--- config.mk ---
export PLATFORM = sky130hd
export DESIGN_NAME = clock_generator_control
export DESIGN_NICKNAME = d
export VERILOG_FILES = /design/src/core/clock_gen_pkg.sv /design/src/core/clock_generator_control.sv
export SDC_FILE = /design/constraint.sdc
export NUM_CORES = 1
export LEC_CHECK = 0
export BUFFER_PORTS_ARGS = -buffer_cell sky130_fd_sc_hd__buf_2
export CAP_MARGIN = 20
export CORE_MARGIN = 3
export CORE_UTILIZATION = 49
export CTS_BUF_LIST = sky130_fd_sc_hd__clkbuf_4
export CTS_CLUSTER_DIAMETER = 200
export DETAILED_ROUTE_END_ITERATION = 7
export PLACE_DENSITY = 0.79
export SLEW_MARGIN = 20
export SYNTH_ARGS = -nofsm -noshare
export SYNTH_HDL_FRONTEND = slang
export SYNTH_SLANG_ARGS = --single-unit
--- constraint.sdc ---
create_clock -name pclk -period 2.2 [get_ports pclk]
set_clock_uncertainty 0.2 [all_clocks]
set_input_delay 0.33 -clock pclk [delete_from_list [all_inputs] [get_ports pclk]]
set_output_delay 0.33 -clock pclk [all_outputs]
set_load 0.05 [all_outputs]
--- src/core/clock_gen_pkg.sv ---
// constants, field layout and mode type of the clock generator control block
`default_nettype none
package clock_gen_pkg;
    // register byte offsets
    localparam logic [7:0] OFS_CTRL_ONE   = 8'h00;
    localparam logic [7:0] OFS_CTRL_TWO   = 8'h04;
    localparam logic [7:0] OFS_STATUS     = 8'h08;
    localparam logic [7:0] OFS_TRIM       = 8'h0C;
    // clock_control_one fields
    localparam int CS_HI       = 7;
    localparam int CS_LO       = 6;
    localparam int REF_DIVIDER_HI     = 5;
    localparam int REF_DIVIDER_LO     = 3;
    localparam int IREF_BIT    = 2;
    localparam int PLL_BIT     = 1;
    // clock_control_two fields
    localparam int BUS_DIVIDER_HI     = 7;
    localparam int BUS_DIVIDER_LO     = 6;
    localparam int RANGE_BIT   = 5;
    localparam int HGO_BIT     = 4;
    localparam int LPB_BIT     = 3;
    localparam int EXT_REF_SELECT_BIT   = 2;
    localparam int EXT_REF_OUTPUT_ENABLE_BIT = 1;
    localparam int STOPKEEP_BIT = 0;
    // status fields
    localparam int IREFST_BIT  = 4;
    localparam int CLKST_HI    = 3;
    localparam int CLKST_LO    = 2;
    localparam int OSCRDY_BIT  = 1;
    localparam int FINE_TRIM_BIT_BIT   = 0;
    // reset values
    localparam logic [7:0] CTRL_ONE_RST = 8'h04;
    localparam logic [7:0] CTRL_TWO_RST = 8'h40;
    localparam logic [7:0] TRIM_RST     = 8'h80;
    // clock_source_select and divider codes
    localparam logic [1:0] CS_LOOP      = 2'h0;
    localparam logic [1:0] CS_INTERNAL  = 2'h1;
    localparam logic [1:0] CS_EXTERNAL  = 2'h2;
    localparam logic [1:0] BUS_DIVIDER_BY1     = 2'h0;
    localparam logic [1:0] BUS_DIVIDER_BY2     = 2'h1;
    localparam logic [2:0] REF_DIVIDER_MIN_BY1 = 3'h2;
    localparam logic [2:0] REF_DIVIDER_MIN_BY2 = 3'h3;
    // timing
    localparam int CLK_MHZ          = 250;
    localparam int IREF_STABLE_NS   = 1000;
    localparam int STABLE_W         = 16;
    typedef enum {
        internal_ref_fll_engaged, ext_ref_fll_engaged, ext_bypass_fll, internal_bypass_fll,
        internal_bypass_low_power, ext_bypass_low_power, ext_bypass_pll, ext_ref_pll_engaged
    } gen_mode_e;
endpackage
`default_nettype wire

--- src/core/clock_generator_control.sv ---
// clock generator control: registers, mode tracking, dividers and clock enables
//
// Design decisions made here: register access over APB and the register offsets.
`default_nettype none
module clock_generator_control #(
    parameter int iref_stable_ns = clock_gen_pkg::IREF_STABLE_NS
) (
    input  wire logic        pclk,
    input  wire logic        presetn,
    input  wire logic        psel,
    input  wire logic        penable,
    input  wire logic        pwrite,
    input  wire logic [7:0]  paddr,
    input  wire logic [31:0] pwdata,
    output var  logic [31:0] prdata,
    output var  logic        pready,
    output var  logic        pslverr,
    input  wire logic        osc_init_pin,
    input  wire logic        stop_mode,
    output var  logic        bus_clk_en,
    output var  logic        fixed_freq_clock,
    output var  logic        fixed_freq_valid,
    output var  logic        ext_ref_clock_out,
    output var  logic        ext_ref_running,
    output var  logic        loop_off,
    output var  logic        fll_acquire,
    output var  logic        osc_high_range,
    output var  logic        osc_high_gain,
    output var  logic        osc_crystal_sel,
    output var  logic [7:0]  trim_value,
    output var  logic        fine_trim
);
    import clock_gen_pkg::*;

    localparam int STABLE_CYC_RAW = (iref_stable_ns * CLK_MHZ + 999) / 1000;
    localparam int STABLE_CYC     = (STABLE_CYC_RAW < 1) ? 1 : STABLE_CYC_RAW;
    localparam logic [STABLE_W-1:0] STABLE_LAST = STABLE_W'(STABLE_CYC - 1);

    typedef struct packed {
        logic [7:0]          ctrl_one;
        logic [7:0]          ctrl_two;
        logic [7:0]          trim;
        logic                fine_trim_bit;
        gen_mode_e           mode;
        logic                osc_s1;
        logic                osc_s2;
        logic [STABLE_W-1:0] stable_cnt;
        logic                stable;
        logic [2:0]          bus_cnt;
        logic                bus_en;
        logic [6:0]          ff_cnt;
        logic                ff_clk;
        logic                ff_valid;
        logic                erc_out;
        logic                erc_run;
        logic                loop_off;
        logic [31:0]         rdata;
        logic                ready;
        logic                err;
    } state_s;

    state_s state_r;
    state_s state_nxt;

    // mode that a clock_control_one value and low_power_bypass ask for
    function automatic gen_mode_e decode_mode(input logic [7:0] c1, input logic lp);
        gen_mode_e m;
        m = internal_ref_fll_engaged;
        case (c1[CS_HI:CS_LO])
            CS_LOOP: begin
                if (c1[IREF_BIT])
                    m = internal_ref_fll_engaged;
                else if (c1[PLL_BIT])
                    m = ext_ref_pll_engaged;
                else
                    m = ext_ref_fll_engaged;
            end
            CS_INTERNAL: m = lp ? internal_bypass_low_power : internal_bypass_fll;
            CS_EXTERNAL: begin
                if (lp)
                    m = ext_bypass_low_power;
                else
                    m = c1[PLL_BIT] ? ext_bypass_pll : ext_bypass_fll;
            end
            default: m = internal_ref_fll_engaged;
        endcase
        return m;
    endfunction

    // bypass modes: the output is taken straight from a reference
    function automatic logic is_bypass(input gen_mode_e m);
        return (m == ext_bypass_fll) || (m == internal_bypass_fll) || (m == ext_bypass_pll) ||
               (m == internal_bypass_low_power) || (m == ext_bypass_low_power);
    endfunction

    // modes in which the external reference feeds the generator
    function automatic logic uses_ext(input gen_mode_e m);
        return (m == ext_ref_fll_engaged) || (m == ext_bypass_fll) || (m == ext_ref_pll_engaged) ||
               (m == ext_bypass_pll) || (m == ext_bypass_low_power);
    endfunction

    // status word as software sees it
    function automatic logic [7:0] status_word(input state_s s);
        logic [7:0] w;
        w = 8'h00;
        w[IREFST_BIT]        = !uses_ext(s.mode);
        w[CLKST_HI:CLKST_LO] = s.ctrl_one[CS_HI:CS_LO];
        w[OSCRDY_BIT]        = s.osc_s2 && s.ctrl_two[EXT_REF_SELECT_BIT];
        w[FINE_TRIM_BIT_BIT]         = s.fine_trim_bit;
        return w;
    endfunction

    logic       setup_ph;
    logic       wr_go;
    logic       mapped;
    gen_mode_e  req_mode;
    logic [7:0] next_one;
    logic [7:0] next_two;
    logic [2:0] bus_mask;
    logic [6:0] ff_mask;
    logic       ff_ok;
    logic       keep_in_stop;

    always_comb begin
        state_nxt = state_r;
        setup_ph  = psel && !penable;
        wr_go     = psel && penable && state_r.ready && pwrite && !state_r.err;
        mapped    = (paddr == OFS_CTRL_ONE) || (paddr == OFS_CTRL_TWO) ||
                    (paddr == OFS_STATUS) || (paddr == OFS_TRIM);
        next_one  = state_r.ctrl_one;
        next_two  = state_r.ctrl_two;

        // zero wait states: ready in the access phase, error flags an unmapped address
        if (setup_ph) begin
            state_nxt.ready = 1'b1;
            state_nxt.err   = !mapped;
            case (paddr)
                OFS_CTRL_ONE: state_nxt.rdata = {24'h000000, state_r.ctrl_one};
                OFS_CTRL_TWO: state_nxt.rdata = {24'h000000, state_r.ctrl_two};
                OFS_STATUS:   state_nxt.rdata = {24'h000000, status_word(state_r)};
                OFS_TRIM:     state_nxt.rdata = {24'h000000, state_r.trim};
                default:      state_nxt.rdata = 32'h00000000;
            endcase
        end else if (psel && penable) begin
            state_nxt.ready = 1'b0;
            state_nxt.err   = 1'b0;
        end

        // register writes; trim only changes when software copies it in
        if (wr_go) begin
            case (paddr)
                OFS_CTRL_ONE: next_one = pwdata[7:0];
                OFS_CTRL_TWO: next_two = pwdata[7:0];
                OFS_STATUS:   state_nxt.fine_trim_bit = pwdata[FINE_TRIM_BIT_BIT];
                OFS_TRIM:     state_nxt.trim = pwdata[7:0];
                default:      next_one = state_r.ctrl_one;
            endcase
        end
        state_nxt.ctrl_one = next_one;
        state_nxt.ctrl_two = next_two;

        // reset mode may leave only for three modes; other requests leave the mode as is
        req_mode = decode_mode(next_one, next_two[LPB_BIT]);
        if (state_r.mode == internal_ref_fll_engaged) begin
            if ((req_mode == ext_ref_fll_engaged) || (req_mode == ext_bypass_fll) ||
                (req_mode == internal_bypass_fll) || (req_mode == internal_ref_fll_engaged))
                state_nxt.mode = req_mode;
        end else begin
            state_nxt.mode = req_mode;
        end

        // oscillator ready pin crosses in through two flops
        state_nxt.osc_s1 = osc_init_pin;
        state_nxt.osc_s2 = state_r.osc_s1;

        // hold lock acquisition until the internal reference has settled
        if (!state_r.stable) begin
            if (state_r.stable_cnt == STABLE_LAST)
                state_nxt.stable = 1'b1;
            else
                state_nxt.stable_cnt = state_r.stable_cnt + STABLE_W'(1);
        end

        // bus clock enable: one pulse every 1, 2, 4 or 8 cycles
        bus_mask = 3'((4'h1 << state_r.ctrl_two[BUS_DIVIDER_HI:BUS_DIVIDER_LO]) - 4'h1);
        state_nxt.bus_en = ((state_r.bus_cnt & bus_mask) == bus_mask);
        state_nxt.bus_cnt = state_r.bus_cnt + 3'h1; // free running: a reset here would stretch each period by one

        // fixed clock period of 2^ref_divider cycles, so code 111 divides by 128; code 000 stops at divide-by-2
        ff_mask = 7'((8'h01 << state_r.ctrl_one[REF_DIVIDER_HI:REF_DIVIDER_LO]) - 8'h01) >> 1;
        if ((state_r.ff_cnt & ff_mask) == ff_mask) begin
            state_nxt.ff_cnt = 7'h00;
            state_nxt.ff_clk = !state_r.ff_clk;
        end else begin
            state_nxt.ff_cnt = state_r.ff_cnt + 7'h01;
        end

        // validity recomputed every cycle from live fields, so it never goes stale
        ff_ok = 1'b1;
        if (is_bypass(state_r.mode)) begin
            if ((state_r.ctrl_two[BUS_DIVIDER_HI:BUS_DIVIDER_LO] == BUS_DIVIDER_BY1) &&
                (state_r.ctrl_one[REF_DIVIDER_HI:REF_DIVIDER_LO] < REF_DIVIDER_MIN_BY1))
                ff_ok = 1'b0;
            if ((state_r.ctrl_two[BUS_DIVIDER_HI:BUS_DIVIDER_LO] == BUS_DIVIDER_BY2) &&
                (state_r.ctrl_one[REF_DIVIDER_HI:REF_DIVIDER_LO] < REF_DIVIDER_MIN_BY2))
                ff_ok = 1'b0;
        end
        state_nxt.ff_valid = ff_ok;

        // external reference gating, including what survives stop mode
        keep_in_stop = state_r.ctrl_two[STOPKEEP_BIT] &&
                       (state_r.ctrl_two[EXT_REF_OUTPUT_ENABLE_BIT] || uses_ext(state_r.mode));
        state_nxt.erc_run = stop_mode ? keep_in_stop
                                      : (state_r.ctrl_two[EXT_REF_OUTPUT_ENABLE_BIT] || uses_ext(state_r.mode));
        state_nxt.erc_out = state_r.ctrl_two[EXT_REF_OUTPUT_ENABLE_BIT] &&
                            !(stop_mode && !state_r.ctrl_two[STOPKEEP_BIT]);

        // loop switched off in bypass when low power is asked for
        state_nxt.loop_off = state_r.ctrl_two[LPB_BIT] && is_bypass(state_r.mode);
    end

    // single state register; reset lands in the internal reference loop mode
    always_ff @(posedge pclk or negedge presetn) begin
        if (!presetn) begin
            state_r            <= '0;
            state_r.ctrl_one   <= CTRL_ONE_RST;
            state_r.ctrl_two   <= CTRL_TWO_RST;
            state_r.trim       <= TRIM_RST;
            state_r.mode       <= internal_ref_fll_engaged;
        end else begin
            state_r <= state_nxt;
        end
    end

    // outputs straight from the state register
    assign prdata            = state_r.rdata;
    assign pready            = state_r.ready;
    assign pslverr           = state_r.err;
    assign bus_clk_en        = state_r.bus_en;
    assign fixed_freq_clock  = state_r.ff_clk;
    assign fixed_freq_valid  = state_r.ff_valid;
    assign ext_ref_clock_out = state_r.erc_out;
    assign ext_ref_running   = state_r.erc_run;
    assign loop_off          = state_r.loop_off;
    assign fll_acquire       = state_r.stable;
    assign osc_high_range    = state_r.ctrl_two[RANGE_BIT];
    assign osc_high_gain     = state_r.ctrl_two[HGO_BIT];
    assign osc_crystal_sel   = state_r.ctrl_two[EXT_REF_SELECT_BIT];
    assign trim_value        = state_r.trim;
    assign fine_trim         = state_r.fine_trim_bit;

    // checks
    chk_reset_divider: assert property (@(posedge pclk) $rose(presetn) |->
        state_r.ctrl_two[BUS_DIVIDER_HI:BUS_DIVIDER_LO] == BUS_DIVIDER_BY2 && state_r.mode == internal_ref_fll_engaged)
        else $error("reset did not give divide-by-2 loop mode");

    chk_bus_pulse_gap: assert property (@(posedge pclk) disable iff (!presetn)
        bus_clk_en && state_r.ctrl_two[BUS_DIVIDER_HI:BUS_DIVIDER_LO] == 2'h3 |=>
        (!bus_clk_en || state_r.ctrl_two[BUS_DIVIDER_HI:BUS_DIVIDER_LO] != 2'h3) [*7] ##1
        (bus_clk_en || state_r.ctrl_two[BUS_DIVIDER_HI:BUS_DIVIDER_LO] != 2'h3))
        else $error("bus enable too frequent for divide-by-8");

    chk_ctrl_two_wr: assert property (@(posedge pclk) disable iff (!presetn)
        psel && penable && pready && pwrite && !pslverr && paddr == OFS_CTRL_TWO
        |=> state_r.ctrl_two == $past(pwdata[7:0]))
        else $error("control two write not stored");

    chk_reset_exits: assert property (@(posedge pclk) disable iff (!presetn)
        $past(state_r.mode) == internal_ref_fll_engaged |->
        state_r.mode inside {internal_ref_fll_engaged, ext_ref_fll_engaged, ext_bypass_fll,
                             internal_bypass_fll})
        else $error("illegal direct exit from reset mode");

    chk_ff_invalid: assert property (@(posedge pclk) disable iff (!presetn)
        is_bypass(state_r.mode) && state_r.ctrl_two[BUS_DIVIDER_HI:BUS_DIVIDER_LO] == BUS_DIVIDER_BY2 &&
        state_r.ctrl_one[REF_DIVIDER_HI:REF_DIVIDER_LO] < REF_DIVIDER_MIN_BY2 |=> !fixed_freq_valid)
        else $error("fixed clock flagged valid at too high a rate");

    chk_ff_valid_fll: assert property (@(posedge pclk) disable iff (!presetn)
        !is_bypass(state_r.mode) |=> fixed_freq_valid)
        else $error("fixed clock flagged invalid outside bypass");

    chk_erc_follow: assert property (@(posedge pclk) disable iff (!presetn)
        !stop_mode |=> ext_ref_clock_out == $past(state_r.ctrl_two[EXT_REF_OUTPUT_ENABLE_BIT]))
        else $error("reference output not following its enable");

    chk_stop_drop: assert property (@(posedge pclk) disable iff (!presetn)
        stop_mode && !state_r.ctrl_two[STOPKEEP_BIT] |=> !ext_ref_running && !ext_ref_clock_out)
        else $error("reference kept in stop without stop keep");

    chk_loop_off: assert property (@(posedge pclk) disable iff (!presetn)
        state_r.ctrl_two[LPB_BIT] && is_bypass(state_r.mode) ##1 $stable(state_r.mode) |-> loop_off)
        else $error("loop not switched off in low power bypass");

    chk_lock_wait: assert property (@(posedge pclk) disable iff (!presetn)
        fll_acquire |-> $past(state_r.stable_cnt) == STABLE_LAST || $past(fll_acquire))
        else $error("lock acquisition before reference settled");

    chk_iref_status: assert property (@(posedge pclk) disable iff (!presetn)
        setup_ph && paddr == OFS_STATUS && uses_ext(state_r.mode) |=> !prdata[IREFST_BIT])
        else $error("internal reference status set while external feeds");

    chk_bus_by1: assert property (@(posedge pclk) disable iff (!presetn)
        state_r.ctrl_two[BUS_DIVIDER_HI:BUS_DIVIDER_LO] == BUS_DIVIDER_BY1 |=> bus_clk_en)
        else $error("bus enable missing at divide-by-1");

    chk_ff_invalid_by1: assert property (@(posedge pclk) disable iff (!presetn)
        is_bypass(state_r.mode) && state_r.ctrl_two[BUS_DIVIDER_HI:BUS_DIVIDER_LO] == BUS_DIVIDER_BY1 &&
        state_r.ctrl_one[REF_DIVIDER_HI:REF_DIVIDER_LO] < REF_DIVIDER_MIN_BY1 |=> !fixed_freq_valid)
        else $error("fixed clock flagged valid at divide-by-1");

    chk_stop_keep_on: assert property (@(posedge pclk) disable iff (!presetn)
        stop_mode && state_r.ctrl_two[STOPKEEP_BIT] &&
        (state_r.ctrl_two[EXT_REF_OUTPUT_ENABLE_BIT] || uses_ext(state_r.mode)) |=> ext_ref_running)
        else $error("reference dropped in stop although kept");

    chk_trim_hold: assert property (@(posedge pclk) disable iff (!presetn)
        !(psel && penable && pready && pwrite && paddr == OFS_TRIM) |=> $stable(trim_value))
        else $error("trim value changed without a software write");

    chk_lock_holdoff: assert property (@(posedge pclk) disable iff (!presetn)
        !state_r.stable && state_r.stable_cnt != STABLE_LAST |=> !fll_acquire)
        else $error("lock acquisition started early");
endmodule
`default_nettype wire

==> flow_summary_export.csv, run 1 <==
group,metric,value,unit
route,drt_iter0_markers,110,
clock_network,clockRootBuffer,"clkbuf_4",
logic_synthesis,ys_ff_latch,72,
grt,antenna_found_initial,0,
route,vias_per_cell,5.16,
setup_path,critPathCaptureType,"flip-flop",
floorplan,io_pins,100,
cells_and_area,diodes,0,
cells_and_area,area_growth,15.1,%
route,drc,0,
floorplan,rows,30,
logic_synthesis,syn-cell-area,3680,sq um
clock_network,cts_max_level,3,
setup_path,critPathMaxFanout,5,
logic_synthesis,synth_flop_cell,"dfrtp_1",
cells_and_area,largest_register_ffs,42,
setup_path,slowest_stage,"dfrtp_2",
clock_network,path_clk_slew,120,ps
clock_network,cts.sinks,72,
grt,gr-usage-all-layers,18.5,%
setup_path,crit_arrival,2310,ps
sta,max_slew_margin,67.5,%
route,firstDrtPassIters,4,
setup_path,required,2320,ps
logic_synthesis,postSynthCellCount,325,
pwr,leakage,2.11,nW
pwr,ir_drop,240,uV
sta,rsz0062_at_grt,"yes",
logic_synthesis,synth.most_common_cell,"dfrtp_1",
sta,hold_ws,24.6,ps
cells_and_area,top_register,"state_r",
grt,grt_max_degree,73,
placed_design,gp_congestion,0.810,
logic_synthesis,synth_top_area_share,46.9,%
logic_synthesis,syn_area_per_cell,11.3,sq um
route,ant_nets,0,
sta,worstMarginPinSlew,481,ps
floorplan,die_h,92.7,um
logic_synthesis,ys_types,56,
placed_design,hpwl,5430,um
grt,grt_pass1_wl,12500,um
setup_path,crit_chain,"nor4b_2 -> and4_1 -> buf_6 -> mux2i_4 -> inv_2 -> mux2_4 -> a32o_1",
floorplan,dieArea,8600,sq um
grt,grt_pass1_vias,2639,
logic_synthesis,yosys_warnings,0,
floorplan,core_area,7060,sq um
cells_and_area,layout-drive-gt1-share,31.8,%
floorplan,start_util,52.2,%
clock_network,clock_latency,420,ps
route,vias,2557,
sta,setup_slack,11.1,ps
logic_synthesis,synth_top_cells_by_count,"dfrtp_1, buf_4, nand2_1, nor2_1",
cells_and_area,fillers,597,
placed_design,io_buffers,51,
sta,period_needed,2190,ps
sta,fmax,0.457,GHz
logic_synthesis,synth-edff-count,0,
logic_synthesis,ys_async_sr_fraction,100,%
setup_path,start_kind,"flip-flop",
setup_path,worstSetupPathType,"reg -> reg",
sta,hold_viol,0,
sta,drv_slew,0,
status,status,"finished clean",
floorplan,die_w,92.7,um
setup_path,cpPeakStageDelay,450,ps
route,wl,7390,um
sta,finalSetupViolCount,0,
sta,post-route-period-util,99.5,%
grt,grt_overflow,0,
clock_network,cts_buffer_depth,2,
route,wl_per_cell,14.9,um
logic_synthesis,yosysSeqAreaShare,49.0,%
hold_path,hp-class,"in -> reg",
logic_synthesis,yosysTopAreaCell,"dfrtp_1",
flow_run,max-cap-violations,0,
placed_design,dp_slack,-115,ps
clock_network,cts_tree,"built",
clock_network,cts_buffers,9,
cells_and_area,final_nets,447,
pwr,power_density,553,nW/um^2
logic_synthesis,synth.area.top_cells,"dfrtp_1, buf_4, mux2_2",
power by group:
group / total (W) / internal, W / switching (W)
registers: 0.00136 / 0.00134 / 0.0000144
clock network: 0.000678 / 0.000229 / 0.000449
logic: 0.000308 / 0.0000758 / 0.000232
total: 0.00234 / 0.00165 / 0.000696
area by class of cell:
type,instances,area (sq um),area share (%)
Sequential cell,72,1810,42.6
Multi-Input combinational cell,211,1600,37.8
Timing Repair Buffer,85,549,13.0
Tap cell,96,120,2.83
Clock buffer,10,75.1,1.77
Inverter,16,60.1,1.42
Clock inverter,6,26.3,0.620
cell usage in the layout (no fill, tap or decap), types with 9 or more instances in the layout:
cell type      count
mux2_2            12
nand3_1           11
o21ai_0           13
buf_2             51
dfrtp_1           67
dlygate4sd3_1      9
conb_1            24
xor2_1            10
clkbuf_4          10
xnor2_1           13
inv_1             14
nor2_1            16
buf_4             23
nand2_1           23
mux2_1             9
cell families (layout without fill, tap and decap cells):
| family | Yosys count | in the layout | synth area share, % |
|---|---|---|---|
| XOR/XNOR | 23 | 23 | 5.47 |
| flip-flops | 72 | 72 | 49.0 |
| adder cells (fa/ha/maj) | 5 | 5 | 1.70 |
| other | 1 | 24 | 0.102 |
| buffers and inverters | 65 | 117 | 11.2 |
| multiplexers | 35 | 35 | 12.3 |
| AO/OA/AOI/OAI | 36 | 36 | 6.76 |
| AND/OR/NAND/NOR | 88 | 88 | 13.5 |
worst max-delay path: cells and delay by family, from the launching register on:
family | cells | cell delay, ps
multiplexers | 2 | 540
flip-flops | 1 | 450
buffers and inverters | 2 | 210
AND/OR/NAND/NOR | 2 | 470
AO/OA/AOI/OAI | 1 | 210
layer usage:
metal | up-vias | track usage [%] | routed length, um
met5 | - | 0 | 0
met4 | 0 | 9.52 | 200
met3 | 16 | 3.57 | 348
met2 | 67 | 30.6 | 3670
met1 | 1275 | 23.2 | 3180
li1 | 1199 | - | -
per-stage QoR:
step	util, %	instances	cell area, sq um	TNS, ps	total power, W
3_3_place_gp	56.9	469	4020	-193	0.00167
4_1_cts	59.7	494	4220	0	0.00236
5_1_grt	60.1	496	4240	-16.9	0.00244
2_1_floorplan	-	348	3820	0	0.00161
3_5_place_dp	56.9	469	4020	-180	0.00168
6_report	60.1	496	4240	0	0.00234
worst paths after layout:
check	slack, ps	endpoint	cells after the start	startpoint
setup / recovery	10	state_r[70]	7	pslverr
hold / removal	20	state_r[119]	2	pwdata[1]
setup reg to reg	10	state_r[70]	7	pslverr
hold reg to reg	160	state_r[67]	0	state_nxt[67]
max in group asynchronous	1210	trim_value[7]	3	presetn
min in group asynchronous	250	trim_value[2]	3	presetn
repair_timing:
action,in CTS,in global routing
hold buffers,9,0
buffers inserted,0,2
hold endpoints to repair,86,0
resized for setup,1,3
endpoints found under the setup margin,1,7
pin swaps,0,1
Power figures use the tool's default switching activity.
==> inputs of run 2 (changes only) <==
--- a/config.mk
+++ b/config.mk
@@ -5,14 +5,14 @@
 export SDC_FILE = /design/constraint.sdc
 export NUM_CORES = 1
 export LEC_CHECK = 0
-export BUFFER_PORTS_ARGS = -buffer_cell sky130_fd_sc_hd__buf_2
 export CAP_MARGIN = 20
 export CORE_MARGIN = 3
-export CORE_UTILIZATION = 49
+export CORE_UTILIZATION = 59
 export CTS_BUF_LIST = sky130_fd_sc_hd__clkbuf_4
 export CTS_CLUSTER_DIAMETER = 200
 export DETAILED_ROUTE_END_ITERATION = 7
-export PLACE_DENSITY = 0.79
+export DONT_BUFFER_PORTS = 1
+export PLACE_DENSITY_LB_ADDON = 0.08
 export SLEW_MARGIN = 20
 export SYNTH_ARGS = -nofsm -noshare
 export SYNTH_HDL_FRONTEND = slang
==> run 2 against run 1 <==
  * Die area decreased by 16%
  * Cell area shrank 3.9%
  * Sequential share of layout area grew 1.7 points
  * Sequential power increased by 3%
  * Critical endpoint unchanged
  * Combinational power shrank 25%
  * Flip-flop and latch count stayed put
  * Count of clock-buffer cells in the layout down 1
  * Non-clock buffer count shrank 49
  * Total power is 3.5% higher
  * Clock power is 17% higher
  * Register-to-register slack improved by 20 ps
==> flow_summary_export.csv, run 2 (synthesized netlist as in run 1, its figures left out) <==
group,metric,value,unit
status,status,"finished clean",
sta,max_slew_margin,64.7,%
clock_network,cts_buffer_depth,2,
clock_network,cts_max_level,3,
cells_and_area,layout-drive-gt1-share,22.2,%
floorplan,die_w,85.0,um
grt,grt_max_degree,73,
floorplan,start_util,61.5,%
clock_network,cts_buffers,9,
route,ant_nets,0,
sta,period_needed,2160,ps
route,drc,0,
setup_path,cpPeakStageDelay,450,ps
floorplan,dieArea,7230,sq um
pwr,power_density,596,nW/um^2
clock_network,cts.sinks,72,
pwr,leakage,1.89,nW
setup_path,crit_chain,"nor4b_4 -> and4_1 -> buf_6 -> mux2i_4 -> inv_2 -> mux2_4 -> a32o_1",
placed_design,placed_area,3700,sq um
floorplan,rows,28,
route,firstDrtPassIters,4,
cells_and_area,layout_common_cells,"dfrtp_1, conb_1, nand2_1",
cells_and_area,fin_area,4070,sq um
hold_path,hp-class,"in -> reg",
grt,grt_pass1_wl,11500,um
grt,grt_pass1_vias,2301,
clock_network,cts_tree,"built",
sta,fmax,0.462,GHz
setup_path,slowest_stage,"dfrtp_2",
setup_path,start_kind,"flip-flop",
flow_run,max-cap-violations,0,
clock_network,path_clk_slew,120,ps
sta,finalSetupViolCount,0,
route,wl_per_cell,16.4,um
placed_design,gp_congestion,0.803,
placed_design,hpwl,4830,um
grt,antenna_found_initial,0,
setup_path,critPathMaxFanout,5,
sta,drv_slew,0,
sta,post-route-period-util,98.4,%
clock_network,clockRootBuffer,"clkbuf_4",
cells_and_area,final_nets,398,
cells_and_area,fin_util,68.0,%
cells_and_area,largest_register_ffs,42,
placed_design,io_buffers,0,
route,wl,7000,um
sta,worstMarginPinSlew,529,ps
sta,rsz0062_at_grt,"yes",
route,drt_iter0_markers,116,
setup_path,worstSetupPathType,"reg -> reg",
route,vias,2288,
clock_network,clock_latency,410,ps
cells_and_area,top_register,"state_r",
setup_path,crit_arrival,2270,ps
grt,grt_overflow,0,
setup_path,critPathCaptureType,"flip-flop",
cells_and_area,area_growth,10.6,%
sta,hold_viol,0,
pwr,power,0.00243,W
grt,gr-usage-all-layers,20.6,%
floorplan,io_pins,100,
setup_path,required,2310,ps
floorplan,core_area,5990,sq um
floorplan,die_h,85.0,um
cells_and_area,diodes,0,
cells_and_area,final_common_cell,"dfrtp_1",
route,vias_per_cell,5.37,
pwr,ir_drop,402,uV
[run 2: cell count changes in the layout (fill, tap and decap cells not counted), sizes merged]
cell,before,now
clkbuf,10,9
clkinvlp,0,2
clkinv,6,4
dlygate4sd3,9,15
bufinv,0,1
buf,76,21
[run 2: power breakdown]
part	total, W	internal [W]	switching, W
combinational	0.000230	0.0000612	0.000168
clock	0.000795	0.000335	0.000460
sequential	0.00140	0.00134	0.0000582
[run 2: what timing repair did]
action,CTS,global route
endpoints found under the hold margin,106,1
hold buffers,15,1
setup endpoints to repair,0,4
buffers inserted,0,0
gates resized for setup,0,12
[run 2: per-stage QoR]
step           setup WS, ps  std cells  TNS (ps)  hold slack (ps)
6_report               36.0        426         0             33.7
3_3_place_gp          -20.6        394     -20.6             -164
4_1_cts               0.368        425         0            0.168
3_5_place_dp          -22.3        394     -22.3             -165
5_1_grt               -75.1        426      -120             8.91
2_1_floorplan          4.26        348         0             -166
[run 2: worst paths after layout]
kind	startpoint	to	slack, ps	cells after the start
setup / recovery	pslverr	state_r[70]	40	7
hold / removal	paddr[3]	prdata[7]	30	2
setup reg to reg	pslverr	state_r[70]	40	7
hold reg to reg	state_nxt[67]	state_r[67]	160	0
max in group asynchronous	presetn	state_r[116]	1210	2
min in group asynchronous	presetn	state_r[41]	230	2
[run 2: metal layers]
metal | routed length, um | vias to the layer above | global-route usage, %
met5 | 0 | - | 0
met4 | 70 | 0 | 6.19
met3 | 480 | 7 | 7.18
met2 | 3200 | 69 | 31.5
met1 | 3250 | 1109 | 27.9
li1 | - | 1103 | -
[run 2: critical path, delay by kind of cell (launching register included)]
kind	cells	cell delay, ps
muxes	2	520
and+or+nand+nor	2	470
DFF	1	450
buffers and inverters	2	210
AOI/OAI and AO/OA	1	200
[run 2: final cells by class]
class | instances | area, sq um
Sequential cell | 72 | 1810
Multi-Input combinational cell | 211 | 1650
Tap cell | 75 | 93.8
Clock buffer | 9 | 67.6
Timing Repair Buffer | 36 | 332
Inverter | 16 | 60.1
Fill cell | 475 | 1920
Clock inverter | 7 | 62.6
==> inputs of run 3 (changes only) <==
--- a/config.mk
+++ b/config.mk
@@ -5,13 +5,13 @@
 export SDC_FILE = /design/constraint.sdc
 export NUM_CORES = 1
 export LEC_CHECK = 0
+export BUFFER_PORTS_ARGS = -buffer_cell sky130_fd_sc_hd__buf_4
 export CAP_MARGIN = 20
 export CORE_MARGIN = 3
-export CORE_UTILIZATION = 59
+export CORE_UTILIZATION = 49
 export CTS_BUF_LIST = sky130_fd_sc_hd__clkbuf_4
 export CTS_CLUSTER_DIAMETER = 200
 export DETAILED_ROUTE_END_ITERATION = 7
-export DONT_BUFFER_PORTS = 1
 export PLACE_DENSITY_LB_ADDON = 0.08
 export SLEW_MARGIN = 20
 export SYNTH_ARGS = -nofsm -noshare
==> run 3 against run 2 <==
  * Worst setup slack better by 36 ps
  * Non-clock buffer count up 47
  * Sequential share of layout area down 2.9 points
  * Cell area up 7.0%
  * Fmax up 1.7%
  * Critical path type unchanged
==> flow_summary_export.csv, run 3 (synthesized netlist as in run 1, its figures left out) <==
group,metric,value,unit
cells_and_area,area_growth,18.3,%
flow_run,max-cap-violations,0,
sta,hold_viol,0,
floorplan,die_h,92.7,um
clock_network,cts_buffers,9,
grt,grt_pass1_wl,12300,um
floorplan,dieArea,8600,sq um
hold_path,hold_depth,2,
placed_design,placed_area,4130,sq um
cells_and_area,fillers,594,
setup_path,crit_arrival,2220,ps
cells_and_area,layout-drive-gt1-share,30.9,%
cells_and_area,fin_util,61.8,%
grt,grt_pass1_vias,2477,
clock_network,cts_tree,"built",
route,vias,2533,
route,firstDrtPassIters,4,
sta,drv_slew,0,
route,drt_iter0_markers,85,
clock_network,cts.sinks,72,
clock_network,clock_latency,400,ps
setup_path,critPathCaptureType,"flip-flop",
placed_design,gp_congestion,0.780,
sta,finalSetupViolCount,0,
floorplan,io_pins,100,
sta,fmax,0.470,GHz
cells_and_area,top_register,"state_r",
setup_path,ff2ff_path_depth,6,
route,wl,7110,um
cells_and_area,layout_common_cells,"buf_4, dfrtp_1, conb_1",
setup_path,start_kind,"flip-flop",
grt,grt_max_degree,39,
floorplan,rows,30,
setup_path,required,2300,ps
floorplan,core_area,7060,sq um
grt,gr-usage-all-layers,18.4,%
route,wl_per_cell,14.4,um
cells_and_area,final_common_cell,"buf_4",
floorplan,die_w,92.7,um
clock_network,path_clk_slew,110,ps
route,vias_per_cell,5.13,
placed_design,hpwl,5220,um
cells_and_area,diodes,0,
cells_and_area,layoutNonFillerInstCount,494,
grt,antenna_found_initial,0,
route,drc,0,
cells_and_area,fin_area,4360,sq um
pwr,power_density,538,nW/um^2
cells_and_area,largest_register_ffs,42,
route,ant_nets,0,
setup_path,critPathMaxFanout,5,
status,status,"finished clean",
grt,grt_overflow,0,
clock_network,cts_max_level,3,
placed_design,placed_cells,467,
pwr,ir_drop,353,uV
setup_path,r2r_slack,70,ps
sta,period_needed,2130,ps
pwr,leakage,2.11,nW
pwr,power,0.00235,W
cells_and_area,final_nets,445,
setup_path,worstSetupPathType,"reg -> reg",
sta,rsz0062_at_grt,"no",
placed_design,io_buffers,51,
clock_network,clockRootBuffer,"clkbuf_4",
hold_path,hp-class,"in -> reg",
clock_network,cts_buffer_depth,2,
floorplan,start_util,52.2,%
sta,post-route-period-util,96.7,%
==> run 3: power breakdown <==
part | leakage, nW | internal [W] | total, W | switching [W]
Sequential | 0.945 | 0.00134 | 0.00136 | 0.0000133
Clock | 0.0624 | 0.000229 | 0.000662 | 0.000433
Combinational | 1.10 | 0.0000961 | 0.000328 | 0.000232
Total | 2.11 | 0.00167 | 0.00235 | 0.000678
==> run 3: worst max-delay path: stages, from the launching register on <==
cell and delay (ps):
dfrtp_2 430, nor4b_2 210, and4_1 240, buf_6 140, mux2_2 350, mux2_4 260, a32o_1 200
==> run 3: metrics by stage <==
stage	TNS, ps	hold slack [ps]	setup slack [ps]
floorplan	0	-166	4.26
global placement	-306	132	-148
detailed placement	-352	129	-157
CTS	0	6.03	39.2
global route	0	4.82	12.8
finish	0	19.4	72.5
==> run 3: layout make-up <==
| cell class | count | area (sq um) | area share, % |
|---|---|---|---|
| multi-input combinational | 211 | 1600 | 36.8 |
| inverter | 16 | 60.1 | 1.38 |
| sequential | 72 | 1810 | 41.5 |
| clock inverter | 6 | 26.3 | 0.603 |
| clock buffer | 10 | 75.1 | 1.72 |
| tap | 96 | 120 | 2.76 |
| timing repair buffer | 83 | 667 | 15.3 |
==> run 3: path summary, 6_finish.rpt <==
check,from,to
max in group asynchronous,presetn,state_r[63]
setup reg to reg,pslverr,state_r[70]
hold reg to reg,state_nxt[67],state_r[67]
hold / removal,pwdata[6],trim_value[6]
setup / recovery,pslverr,state_r[70]
min in group asynchronous,presetn,prdata[1]
==> run 3: timing repair <==
item,CTS,global route
gates resized for setup,1,3
buffers inserted,0,0
hold endpoints to repair,57,0
hold buffers,11,0
endpoints found under the setup margin,1,5
pin swaps,0,1
cloned,0,0
==> run 3: routing by layer <==
| layer | share of wire (%) | vias to the layer above | GRT usage (%) | wire (um) |
|---|---|---|---|---|
| li1 | - | 1208 | - | - |
| met1 | 47 | 1241 | 25.9 | 3370 |
| met2 | 45 | 74 | 28.2 | 3210 |
| met3 | 5.8 | 10 | 3.33 | 414 |
| met4 | 1.6 | 0 | 7.69 | 116 |
| met5 | 0 | - | 0 | 0 |
